$ cat src/pkg/hcb_map.svh
// Offsets, field positions, reset values and timing figures of the block.
`ifndef HCB_MAP_SVH
`define HCB_MAP_SVH

// ------------------------------------------------------------------
// Register offsets
// ------------------------------------------------------------------
`define HCB_OFS_POWER_OC 8'h07
`define HCB_OFS_PORTMAP_IND 8'h08
`define HCB_OFS_FIXED_MASK 8'h09

// ------------------------------------------------------------------
// Field positions
// ------------------------------------------------------------------
`define HCB_BIT_AUTO_SWITCH 7
`define HCB_FLD_OC_HI 5
`define HCB_FLD_OC_LO 4
`define HCB_BIT_COMPOUND 3
`define HCB_BIT_RENUMBER 3
`define HCB_FLD_IND_HI 2
`define HCB_FLD_IND_LO 1
`define HCB_BIT_STRING 0
`define HCB_BIT_MASK_RSVD 0

// ------------------------------------------------------------------
// Write masks, reset values and the speed indicator code
// ------------------------------------------------------------------
`define HCB_WMASK_POWER_OC 8'hB8
`define HCB_WMASK_PORTMAP_IND 8'h0F
`define HCB_WMASK_FIXED 8'hFE
`define HCB_RST_BYTE 8'h00
`define HCB_IND_SPEED 2'b01

// ------------------------------------------------------------------
// Over-current filter delays in microseconds and the clock rate
// ------------------------------------------------------------------
`define HCB_CLK_MHZ 100
`define HCB_OC_DLY0_US 0.1e3
`define HCB_OC_DLY1_US 4000
`define HCB_OC_DLY2_US 8000
`define HCB_OC_DLY3_US 16000
`define HCB_OC_CYC(us) (int'((us) * `HCB_CLK_MHZ))

// Cycles for which ports and upstream stay dropped on a supply change.
`define HCB_DROP_HOLD 16

`endif

$ cat src/pkg/hcb_pkg.sv
// Types shared by the hub configuration block.
package hcb_pkg;

  typedef enum logic [0:0] {
    HCB_ATTACHED,
    HCB_DROPPED
  } hcb_power_state_t;

  typedef logic [20:0] hcb_oc_cycles_t;

endpackage : hcb_pkg

$ cat src/logic/hcb_power_switch.sv
// Automatic self/bus power switching with drop and re-attach sequence.
`timescale 1ns/1ps
`default_nettype none
`include "hcb_map.svh"

module hcb_power_switch
  import hcb_pkg::*;
#(
  parameter int HOLD_CYCLES = `HCB_DROP_HOLD
) (
  input wire logic ref_clk, // Core clock.
  input wire logic reset, // Synchronous reset, active high.
  input wire logic autoSwitchEn, // Automatic switching enabled.
  input wire logic localSupplySense, // Local supply present.
  input wire logic cfgSelfPowered, // Configured self-powered bit.
  output logic selfPowered, // Hub runs self-powered.
  output logic portsOff, // Downstream power cut and disconnected.
  output logic upstreamOff // Upstream port disconnected.
);

  // ------------------------------------------------------------------
  // State
  // ------------------------------------------------------------------
  hcb_power_state_t state_r, state_nxt;
  logic [15:0] holdCnt_r, holdCnt_nxt;
  logic senseLast_r, senseLast_nxt;
  logic self_r, self_nxt;
  logic off_r, off_nxt;
  logic supplyChange;

  assign supplyChange = autoSwitchEn && (localSupplySense != senseLast_r);

  always_comb begin
    state_nxt = state_r;
    holdCnt_nxt = holdCnt_r;
    senseLast_nxt = localSupplySense;
    self_nxt = self_r;
    case (state_r)
      HCB_ATTACHED: begin
        if (supplyChange) begin
          state_nxt = HCB_DROPPED;
          holdCnt_nxt = 16'(HOLD_CYCLES - 1);
        end else if (autoSwitchEn) begin
          self_nxt = localSupplySense;
        end else begin
          self_nxt = cfgSelfPowered;
        end
      end
      HCB_DROPPED: begin
        if (supplyChange) begin
          holdCnt_nxt = 16'(HOLD_CYCLES - 1);
        end else if (holdCnt_r == 16'h0000) begin
          state_nxt = HCB_ATTACHED;
          self_nxt = autoSwitchEn ? localSupplySense : cfgSelfPowered;
        end else begin
          holdCnt_nxt = holdCnt_r - 16'h0001;
        end
      end
      default: state_nxt = HCB_ATTACHED;
    endcase
    // The drop outputs are registered copies of the next state.
    off_nxt = (state_nxt == HCB_DROPPED);
  end

  always_ff @(posedge ref_clk) begin
    if (reset) begin
      state_r <= HCB_ATTACHED;
      holdCnt_r <= 16'h0000;
      senseLast_r <= 1'b0;
      self_r <= 1'b0;
      off_r <= 1'b0;
    end else begin
      state_r <= state_nxt;
      holdCnt_r <= holdCnt_nxt;
      senseLast_r <= senseLast_nxt;
      self_r <= self_nxt;
      off_r <= off_nxt;
    end
  end

  assign selfPowered = self_r;
  assign portsOff = off_r;
  assign upstreamOff = off_r;

  // ------------------------------------------------------------------
  // Checks
  // ------------------------------------------------------------------
  AST_DROP_ON_CHANGE: assert property (@(posedge ref_clk) disable iff (reset)
    supplyChange |=> portsOff && upstreamOff)
    else $error("Supply change did not drop the ports.");

  AST_NO_DROP_WITHOUT_AUTO: assert property (@(posedge ref_clk) disable iff (reset)
    (!autoSwitchEn && !portsOff) |=> !portsOff)
    else $error("Ports dropped while automatic switching was off.");

  AST_REATTACH_MODE: assert property (@(posedge ref_clk) disable iff (reset)
    (portsOff && !supplyChange && holdCnt_r == 16'h0000 && autoSwitchEn)
      |=> !portsOff && selfPowered == $past(localSupplySense))
    else $error("Re-attach took the wrong power mode.");

endmodule // hcb_power_switch

`default_nettype wire

$ cat src/logic/hcb_config_regs.sv
// Hub configuration bytes for power, indicators and fixed-port devices.
//
// Overview of operation
// - Auto-switch bit enables local supply monitoring.
// - Supply change drops downstream and upstream at once.
// - Re-attach bus-powered or self-powered per supply.
// - Supply present with auto-switch means self-powered.
// - Two-bit field selects over-current filter delay.
// - Compound flag reports hub as compound device.
// - Strap mode: any fixed port implies compound.
// - Renumber bit selects standard or remap mode.
// - Indicator field: 01 speed, others standard.
// - Report indicator support only in standard mode.
// - String bit enables string descriptor support.
// - Mask bit n marks port n non-removable.
// - Mask bit zero always reads zero.
// - Default configuration takes fixed ports from straps.
// - Auto-switch ignores configured self-powered bit.
`timescale 1ns/1ps
`default_nettype none
`include "hcb_map.svh"

module hcb_config_regs
  import hcb_pkg::*;
#(
  parameter int OC_CYC0 = `HCB_OC_CYC(`HCB_OC_DLY0_US),
  parameter int OC_CYC1 = `HCB_OC_CYC(`HCB_OC_DLY1_US),
  parameter int OC_CYC2 = `HCB_OC_CYC(`HCB_OC_DLY2_US),
  parameter int OC_CYC3 = `HCB_OC_CYC(`HCB_OC_DLY3_US),
  parameter int DROP_HOLD_CYCLES = `HCB_DROP_HOLD
) (
  input wire logic ref_clk, // Core clock, 100 MHz.
  input wire logic reset, // Synchronous reset, active high.
  input wire logic cfgWriteEn, // Loader writes a byte this cycle.
  input wire logic [7:0] cfgAddr, // Byte offset for write or read.
  input wire logic [7:0] cfgWriteData, // Byte to write.
  output logic [7:0] cfgReadData, // Byte at cfgAddr, one cycle later.
  input wire logic useStrapDefaults, // Internal default configuration.
  input wire logic [1:0] fixedPortStraps, // Fixed-port strap pins.
  input wire logic localSupplySense, // Local supply present.
  input wire logic cfgSelfPowered, // Configured self-powered bit.
  output logic selfPoweredMode, // Hub runs self-powered.
  output logic downstreamPowerOff, // All downstream ports dropped.
  output logic upstreamDisconnect, // Upstream port detached.
  output hcb_oc_cycles_t overcurrentFilterCycles, // Filter delay.
  output logic reportCompound, // Hub is part of a compound device.
  output logic portRenumberEnable, // Port remap mode.
  output logic speedIndicatorMode, // Indicators show link speed.
  output logic reportIndicatorSupport, // Indicators reported to host.
  output logic stringEnable, // String descriptors supported.
  output logic [7:0] fixedPortMask // Non-removable ports, bit n port n.
);

  // ------------------------------------------------------------------
  // Configuration bytes
  // ------------------------------------------------------------------
  logic [7:0] powerOc_r, powerOc_nxt;
  logic [7:0] portmapInd_r, portmapInd_nxt;
  logic [7:0] fixedMask_r, fixedMask_nxt;

  always_comb begin
    powerOc_nxt = powerOc_r;
    portmapInd_nxt = portmapInd_r;
    fixedMask_nxt = fixedMask_r;
    if (cfgWriteEn) begin
      case (cfgAddr)
        `HCB_OFS_POWER_OC:
          powerOc_nxt = cfgWriteData & `HCB_WMASK_POWER_OC;
        `HCB_OFS_PORTMAP_IND:
          portmapInd_nxt = cfgWriteData & `HCB_WMASK_PORTMAP_IND;
        `HCB_OFS_FIXED_MASK:
          fixedMask_nxt = cfgWriteData & `HCB_WMASK_FIXED;
        default: ;
      endcase
    end
  end

  always_ff @(posedge ref_clk) begin
    if (reset) begin
      powerOc_r <= `HCB_RST_BYTE;
      portmapInd_r <= `HCB_RST_BYTE;
      fixedMask_r <= `HCB_RST_BYTE;
    end else begin
      powerOc_r <= powerOc_nxt;
      portmapInd_r <= portmapInd_nxt;
      fixedMask_r <= fixedMask_nxt;
    end
  end

  // ------------------------------------------------------------------
  // Fixed-port mask source
  // ------------------------------------------------------------------
  // Two straps name up to three fixed ports counted up from port 1.
  logic [7:0] strapMask;
  logic [7:0] effMask;

  always_comb begin
    case (fixedPortStraps)
      2'b01: strapMask = 8'h02;
      2'b10: strapMask = 8'h06;
      2'b11: strapMask = 8'h0E;
      default: strapMask = 8'h00;
    endcase
  end

  assign effMask = useStrapDefaults ? strapMask : fixedMask_r;

  // ------------------------------------------------------------------
  // Decoded outputs
  // ------------------------------------------------------------------
  logic [1:0] indSel;
  logic [1:0] ocSel;
  logic compound_r, compound_nxt;
  logic renumber_r, renumber_nxt;
  logic speedInd_r, speedInd_nxt;
  logic indSupport_r, indSupport_nxt;
  logic string_r, string_nxt;
  logic [7:0] mask_r, mask_nxt;
  hcb_oc_cycles_t ocCyc_r, ocCyc_nxt;
  logic [7:0] rdData_r, rdData_nxt;

  assign indSel = portmapInd_r[`HCB_FLD_IND_HI:`HCB_FLD_IND_LO];
  assign ocSel = powerOc_r[`HCB_FLD_OC_HI:`HCB_FLD_OC_LO];

  always_comb begin
    if (useStrapDefaults) begin
      compound_nxt = |strapMask;
    end else begin
      compound_nxt = powerOc_r[`HCB_BIT_COMPOUND];
    end
    renumber_nxt = portmapInd_r[`HCB_BIT_RENUMBER];
    speedInd_nxt = (indSel == `HCB_IND_SPEED);
    indSupport_nxt = (indSel != `HCB_IND_SPEED);
    string_nxt = portmapInd_r[`HCB_BIT_STRING];
    mask_nxt = effMask;
    mask_nxt[`HCB_BIT_MASK_RSVD] = 1'b0;
    case (ocSel)
      2'b00: ocCyc_nxt = hcb_oc_cycles_t'(OC_CYC0);
      2'b01: ocCyc_nxt = hcb_oc_cycles_t'(OC_CYC1);
      2'b10: ocCyc_nxt = hcb_oc_cycles_t'(OC_CYC2);
      default: ocCyc_nxt = hcb_oc_cycles_t'(OC_CYC3);
    endcase
    case (cfgAddr)
      `HCB_OFS_POWER_OC: rdData_nxt = powerOc_r;
      `HCB_OFS_PORTMAP_IND: rdData_nxt = portmapInd_r;
      `HCB_OFS_FIXED_MASK: rdData_nxt = mask_nxt;
      default: rdData_nxt = `HCB_RST_BYTE;
    endcase
  end

  always_ff @(posedge ref_clk) begin
    if (reset) begin
      compound_r <= 1'b0;
      renumber_r <= 1'b0;
      speedInd_r <= 1'b0;
      indSupport_r <= 1'b1;
      string_r <= 1'b0;
      mask_r <= `HCB_RST_BYTE;
      ocCyc_r <= hcb_oc_cycles_t'(OC_CYC0);
      rdData_r <= `HCB_RST_BYTE;
    end else begin
      compound_r <= compound_nxt;
      renumber_r <= renumber_nxt;
      speedInd_r <= speedInd_nxt;
      indSupport_r <= indSupport_nxt;
      string_r <= string_nxt;
      mask_r <= mask_nxt;
      ocCyc_r <= ocCyc_nxt;
      rdData_r <= rdData_nxt;
    end
  end

  assign reportCompound = compound_r;
  assign portRenumberEnable = renumber_r;
  assign speedIndicatorMode = speedInd_r;
  assign reportIndicatorSupport = indSupport_r;
  assign stringEnable = string_r;
  assign fixedPortMask = mask_r;
  assign overcurrentFilterCycles = ocCyc_r;
  assign cfgReadData = rdData_r;

  // ------------------------------------------------------------------
  // Power switching
  // ------------------------------------------------------------------
  // The sub-block outputs are flip-flops, so they go straight out.
  hcb_power_switch #(
    .HOLD_CYCLES(DROP_HOLD_CYCLES)
  ) u_power (
    .ref_clk(ref_clk),
    .reset(reset),
    .autoSwitchEn(powerOc_r[`HCB_BIT_AUTO_SWITCH]),
    .localSupplySense(localSupplySense),
    .cfgSelfPowered(cfgSelfPowered),
    .selfPowered(selfPoweredMode),
    .portsOff(downstreamPowerOff),
    .upstreamOff(upstreamDisconnect)
  );

  // ------------------------------------------------------------------
  // Checks
  // ------------------------------------------------------------------
  AST_OC_DELAY: assert property (@(posedge ref_clk) disable iff (reset)
    ##1 (overcurrentFilterCycles == ($past(ocSel) == 2'b00 ? OC_CYC0 :
      $past(ocSel) == 2'b01 ? OC_CYC1 :
      $past(ocSel) == 2'b10 ? OC_CYC2 : OC_CYC3)))
    else $error("Over-current delay does not match its field.");

  AST_STRAP_COMPOUND: assert property (@(posedge ref_clk) disable iff (reset)
    (useStrapDefaults && fixedPortStraps != 2'b00) |=> reportCompound)
    else $error("Strapped fixed port did not report compound.");

  AST_COMPOUND_BIT: assert property (@(posedge ref_clk) disable iff (reset)
    !useStrapDefaults
      |=> reportCompound == $past(powerOc_r[`HCB_BIT_COMPOUND]))
    else $error("Compound report does not follow its flag.");

  AST_INDICATOR: assert property (@(posedge ref_clk) disable iff (reset)
    ##1 (reportIndicatorSupport != speedIndicatorMode))
    else $error("Indicator support reported in speed mode.");

  AST_SPEED_MODE: assert property (@(posedge ref_clk) disable iff (reset)
    (cfgWriteEn && cfgAddr == `HCB_OFS_PORTMAP_IND &&
      cfgWriteData[`HCB_FLD_IND_HI:`HCB_FLD_IND_LO] == `HCB_IND_SPEED)
      |=> ##1 speedIndicatorMode)
    else $error("Speed indication not selected by code 01.");

  AST_MASK_RSVD: assert property (@(posedge ref_clk) disable iff (reset)
    !fixedPortMask[`HCB_BIT_MASK_RSVD] &&
      ($past(cfgAddr) != `HCB_OFS_FIXED_MASK ||
      !cfgReadData[`HCB_BIT_MASK_RSVD]))
    else $error("Reserved mask bit reads as one.");

  AST_RSVD_READ: assert property (@(posedge ref_clk) disable iff (reset)
    ($past(cfgAddr) == `HCB_OFS_POWER_OC)
      |-> (cfgReadData & ~`HCB_WMASK_POWER_OC) == `HCB_RST_BYTE)
    else $error("Reserved bits of the power byte read non-zero.");

  AST_STRAP_MASK: assert property (@(posedge ref_clk) disable iff (reset)
    (useStrapDefaults && fixedPortStraps == 2'b11) |=> fixedPortMask == 8'h0E)
    else $error("Strapped fixed-port mask is wrong.");

  AST_STRING: assert property (@(posedge ref_clk) disable iff (reset)
    (cfgWriteEn && cfgAddr == `HCB_OFS_PORTMAP_IND)
      |=> ##1 stringEnable == $past(cfgWriteData[`HCB_BIT_STRING], 2))
    else $error("String enable does not follow its bit.");

endmodule // hcb_config_regs

`default_nettype wire

$ cat config.mk
export PLATFORM = sky130hd
export DESIGN_NAME = hcb_config_regs
export DESIGN_NICKNAME = d
export VERILOG_FILES = /design/src/pkg/hcb_pkg.sv /design/src/logic/hcb_power_switch.sv /design/src/logic/hcb_config_regs.sv
export VERILOG_INCLUDE_DIRS = /design/src /design/src/pkg
export SDC_FILE = /design/constraint.sdc
export NUM_CORES = 1
export LEC_CHECK = 0
export ABC_AREA = 1
export BUFFER_PORTS_ARGS = -buffer_cell sky130_fd_sc_hd__clkbuf_2
export CORE_UTILIZATION = 53
export CTS_CLUSTER_DIAMETER = 200
export DETAILED_ROUTE_END_ITERATION = 10
export PLACE_DENSITY = 0.88
export SLEW_MARGIN = 20
export SYNTH_ARGS = -nofsm -noshare
export SYNTH_HDL_FRONTEND = slang
export SYNTH_SLANG_ARGS = --single-unit
$ cat constraint.sdc
create_clock -name ref_clk -period 1.92 [get_ports ref_clk]
set_input_delay 0.48 -clock ref_clk [delete_from_list [all_inputs] [get_ports ref_clk]]
set_output_delay 0.48 -clock ref_clk [all_outputs]
set_load 0.1 [all_outputs]
Word-level counts from Yosys, hierarchy flattened
Cells that the tools add are included.

Add/sub/neg operators: 1. Equality and inequality tests: 16. Muxes and demuxes: 18. Bitwise operators: 1. Reduce and logical (&&, ||, !) cells: 9.

Operators with widths (number): one-hot mux 21 bit (3 select lines) (1); 2-to-1 mux 16 bit (3); one-hot mux 16 bit (2 select lines) (1); one-hot mux 8 bit (3 select lines) (1); equality test 8 x 4 -> 1 bit (second input constant) (2); logical NOT 16 bit (1); subtractor 16 x 1 -> 16 bit (second input constant) (1); one-hot mux 4 bit (3 select lines) (1); equality test 8 x 3 -> 1 bit (second input constant) (1); 2-to-1 mux 1 bit (8); 2-to-1 mux 8 bit (1); AND reduction 2 bit (4); OR reduction 8 bit (1); equality test 2 x 1 -> 1 bit (second input constant) (3); equality test 2 bit (second input constant) (3); inequality test 2 bit (second input constant) (3); inequality test 2 x 1 -> 1 bit (second input constant) (2); one-hot mux 1 bit (2 select lines) (2); inequality test 3 bit (second input constant) (1); AND reduction 3 bit (1); logical NOT 2 bit (1); logical AND 1 bit (1); inequality test 1 bit (1); inverter 1 bit (1).

Register bits after elaboration: 76. Bits of input ports: 24. Output and inout port bits: 45. Word-level logic and storage cells: 61.

Longest topological paths before layout
Depth in word-level cells: 4. Depth in mapped cells: 10. Depth with buffers taken out: 10.

Modules after synthesis
Synthesis repeated with hierarchy kept, for this count alone.

Cell total of the unflattened synthesis: 421. Area total of the unflattened synthesis: 2994.1 µm².

Modules (own cells, without submodules): hcb_config_regs (instances 1, cells each 247, area each 1859.3 µm², seq. area each 880.8 µm²); hcb_power_switch (instances 1, cells each 174, area each 1134.8 µm², seq. area each 380.4 µm²).

Least setup slack after synthesis
Ideal clock, no wire load.

Path kind: reg2out. Start: reg u_power.state_r (netlist name). End: out upstreamDisconnect. Arrival: 1419 ps. Slack: 21 ps. Stages on the path, launching flop included: 2. Path buffers: 1. Path through: dfxtp_1 -> buf_4.

RTL lines: to (decl) (line hcb_config_regs.sv:44) `output logic upstreamDisconnect,`.

==> out/qor.csv <==
stage,metric,value,unit
status,outcome,finished clean,
timing,relSlewSlack,0.610,
global_routing,grt_pass1_vias,2422,
yosys,synth-main-ff-cell,dfxtp_1,
worst_setup_path,reg2reg_slack,0.25,ns
worst_setup_path,worstPathRequired,1.44,ns
die,die_h,76.1,um
routing,drt-total-wl,6330,um
worst_setup_path,cp_slowest_cell,clkbuf_2,
clocking,cts_root_buffer,clkbuf_8,
layout,antennaDiodeCount,0,
yosys,synthDistinctLibCells,35,
min_path,hold_end,fixedMask_r[6]$_SDFFE_PP0P_,
layout,multi_input_area,0.00131,mm2
yosys,synth-seq-cells,63,
placement,place_hpwl,4450,um
worst_setup_path,start_kind,flip-flop,
power,power,2.81,mW
yosys,synth_area_per_cell,7.62,um2
min_path,hold_path_class,input port to flip-flop,
worst_setup_path,critPathKind,flip-flop to primary output,
power,peakVddDrop,0.875,mV
layout,layout-drive-gt1-share,0.261,
timing,finalSetupViolations,0,
worst_setup_path,regToRegEndpoint,u_power.holdCnt_r[6]$_SDFFE_PP0P_,
clocking,clkTransAtPathRegs,0.07,ns
worst_setup_path,worstPathArrival,1.28,ns
timing,worstMarginPinSlew,0.584,ns
placement,place_congestion,0.941,
routing,via_per_inst,5.08,
worst_setup_path,worst_r2r_path_depth,8,
global_routing,grt_max_degree,40,
layout,area_delta_synth_final,17.2,%
yosys,seq_area_frac_synth,0.434,
yosys,synth_edf_count,0,
global_routing,grt_usage,0.233,
layout,mostFrequentLayoutCells,"nand2_1, dfxtp_1, clkbuf_2",
timing,rsz0062_at_grt,no,
worst_setup_path,slowest_delay,0.50,ns
die,io-pin-count,69,
timing,layout_min_cycle_time,1.76,ns
clocking,post_cts_buffers,0,
routing,drc,0,
global_routing,grt_pass1_wl,10600,um
clocking,insertion_delay,0.35,ns
power,powerDensity,825,mW/mm2
clocking,cts.path.max_buffers,2,
min_path,min_path_cells,3,
layout,finalNetCount,470,
layout,fillCellCount,438,
timing,skew,0.0110,ns
min_path,worstHoldStart,cfgWriteData[6],
die,die_w,76.1,um
clocking,htree_levels,3,
routing,drtPass1Iterations,5,
clocking,cts_buffers,9,
clocking,cts_hold_buf,0,
worst_setup_path,crit_family,buffers and inverters,
yosys,postSynth.asyncResetShare,0,
worst_setup_path,cp_cell_sequence,clkbuf_2,
routing,dr_total_vias,2610,
timing,fmax,0.570,GHz
die,initial_core_util,0.559,
timing,fin_setup_tns,0,ns
worst_setup_path,r2r-start,u_power.holdCnt_r[0]$_SDFFE_PP0P_,
timing,hold_slack,0.404,ns
timing,drv_slew,0,
worst_setup_path,path_max_fanout,6,
routing,ant_nets,0,
timing,hold_violations,0,
layout,final-seq-area,0.00126,mm2
clocking,cts_tree,done,
worst_setup_path,critPathBufInv,1,
global_routing,grt_overflow_total,0,
yosys,syn_area,0.00291,mm2
worst_setup_path,setup.worst_path.end_class,primary output,
die,die_area,0.00579,mm2
layout,final_common_cell,nand2_1,
job,maxCapViolations,0,
routing,wl_per_cell,12.3,um
placement,placed_cells,498,
clocking,ctsResizeCount,0,
timing,finalCritPeriodShare,0.914,
layout,layout.cells.non_filler,514,
power,p_leak,1.56,nW
routing,drt_iter0_drc,228,
die,core_area,0.00520,mm2
clocking,numClockSinks,63,
die,num_rows,26,
placement,portBuffers,59,
yosys,ys_warn_count,0,
yosys,syn_inst,382,
global_routing,antenna_found_initial,0,
-- cells in the mapped netlist (all sizes together), types with 4 or more instances --
cell / count / share of area
buf: 20 / 0.054
o21ai: 19 / 0.033
a21oi: 35 / 0.073
nor2: 46 / 0.070
clkbuf: 5 / 0.0065
nand3: 26 / 0.049
dfxtp: 63 / 0.43
nand2: 82 / 0.12
nand4: 4 / 0.0086
ha: 7 / 0.030
inv: 52 / 0.067
nor3: 9 / 0.021
-- final cells by class --
cell class,instances,share of cell area
sequential,63,0.370
timing repair buffer,63,0.0991
clock buffer,9,0.0363
multi-input combinational,250,0.384
inverter,52,0.0573
tap,70,0.0257
clock inverter,7,0.0279
-- worst max-delay path by stage --
| stage | start | to | slack [ns] | cells past startpoint |
|---|---|---|---|---|
| finish | u_power.state_r$_SDFF_PP0_ | downstreamPowerOff | 0.16 | 1 |
| global route | u_power.state_r$_SDFF_PP0_ | upstreamDisconnect | 0.14 | 1 |
| CTS | u_power.state_r$_SDFF_PP0_ | downstreamPowerOff | 0.15 | 1 |
| detailed placement | u_power.holdCnt_r[0]$_SDFFE_PP0P_ | u_power.holdCnt_r[2]$_SDFFE_PP0P_ | 0.27 | 9 |
| global placement | u_power.holdCnt_r[0]$_SDFFE_PP0P_ | u_power.holdCnt_r[2]$_SDFFE_PP0P_ | 0.33 | 9 |
| floorplan | u_power.state_r$_SDFF_PP0_ | upstreamDisconnect | 0.02 | 1 |
-- kinds of logic (layout without fill, tap and decap cells) --
family / count (synthesis) / in the layout / share of synthesized area
AOI/OAI and AO/OA: 59 / 59 / 0.118
xor gates and xnor gates: 5 / 5 / 0.0151
adders and majority gates: 7 / 7 / 0.0301
buffers and inverters: 77 / 131 / 0.127
DFF: 63 / 63 / 0.434
other: 1 / 9 / 0.00129
and+or+nand+nor: 170 / 170 / 0.274
-- layer usage --
| layer | global-route usage | routed length [um] | up-vias |
|---|---|---|---|
| met2 | 0.377 | 3000 | 120 |
| met1 | 0.274 | 2700 | 1169 |
| met5 | 0 | 0 | - |
| met4 | 0.156 | 199 | 0 |
| met3 | 0.0563 | 435 | 20 |
| li1 | - | - | 1301 |
-- stage by stage --
stage                     instance area, um2  worst slack [ns]  utilization
after floorplan                         2940            0.0206            -
after global placement                  3190             0.329        0.613
after detailed placement                3190             0.271        0.613
after CTS                               3410             0.153        0.655
after global routing                    3410             0.140        0.655
final                                   3410             0.165        0.655
-- flip-flops by register name, indices dropped and copies added, names as in the netlist, 4 cells and up --
signal                   count
portmapInd_r                 4
u_power.holdCnt_r           16
fixedPortMask                7
fixedMask_r                  7
overcurrentFilterCycles      9
cfgReadData                  8
powerOc_r                    4
-- report_power, final --
group / total [mW] / switching, mW / internal, mW / leakage, nW
sequential: 1.32 / 0.00312 / 1.31 / 0.509
clock: 1.28 / 0.542 / 0.734 / 0.110
combinational: 0.221 / 0.183 / 0.0379 / 0.937
total: 2.81 / 0.728 / 2.09 / 1.56
(Power assumes the default switching activity.)
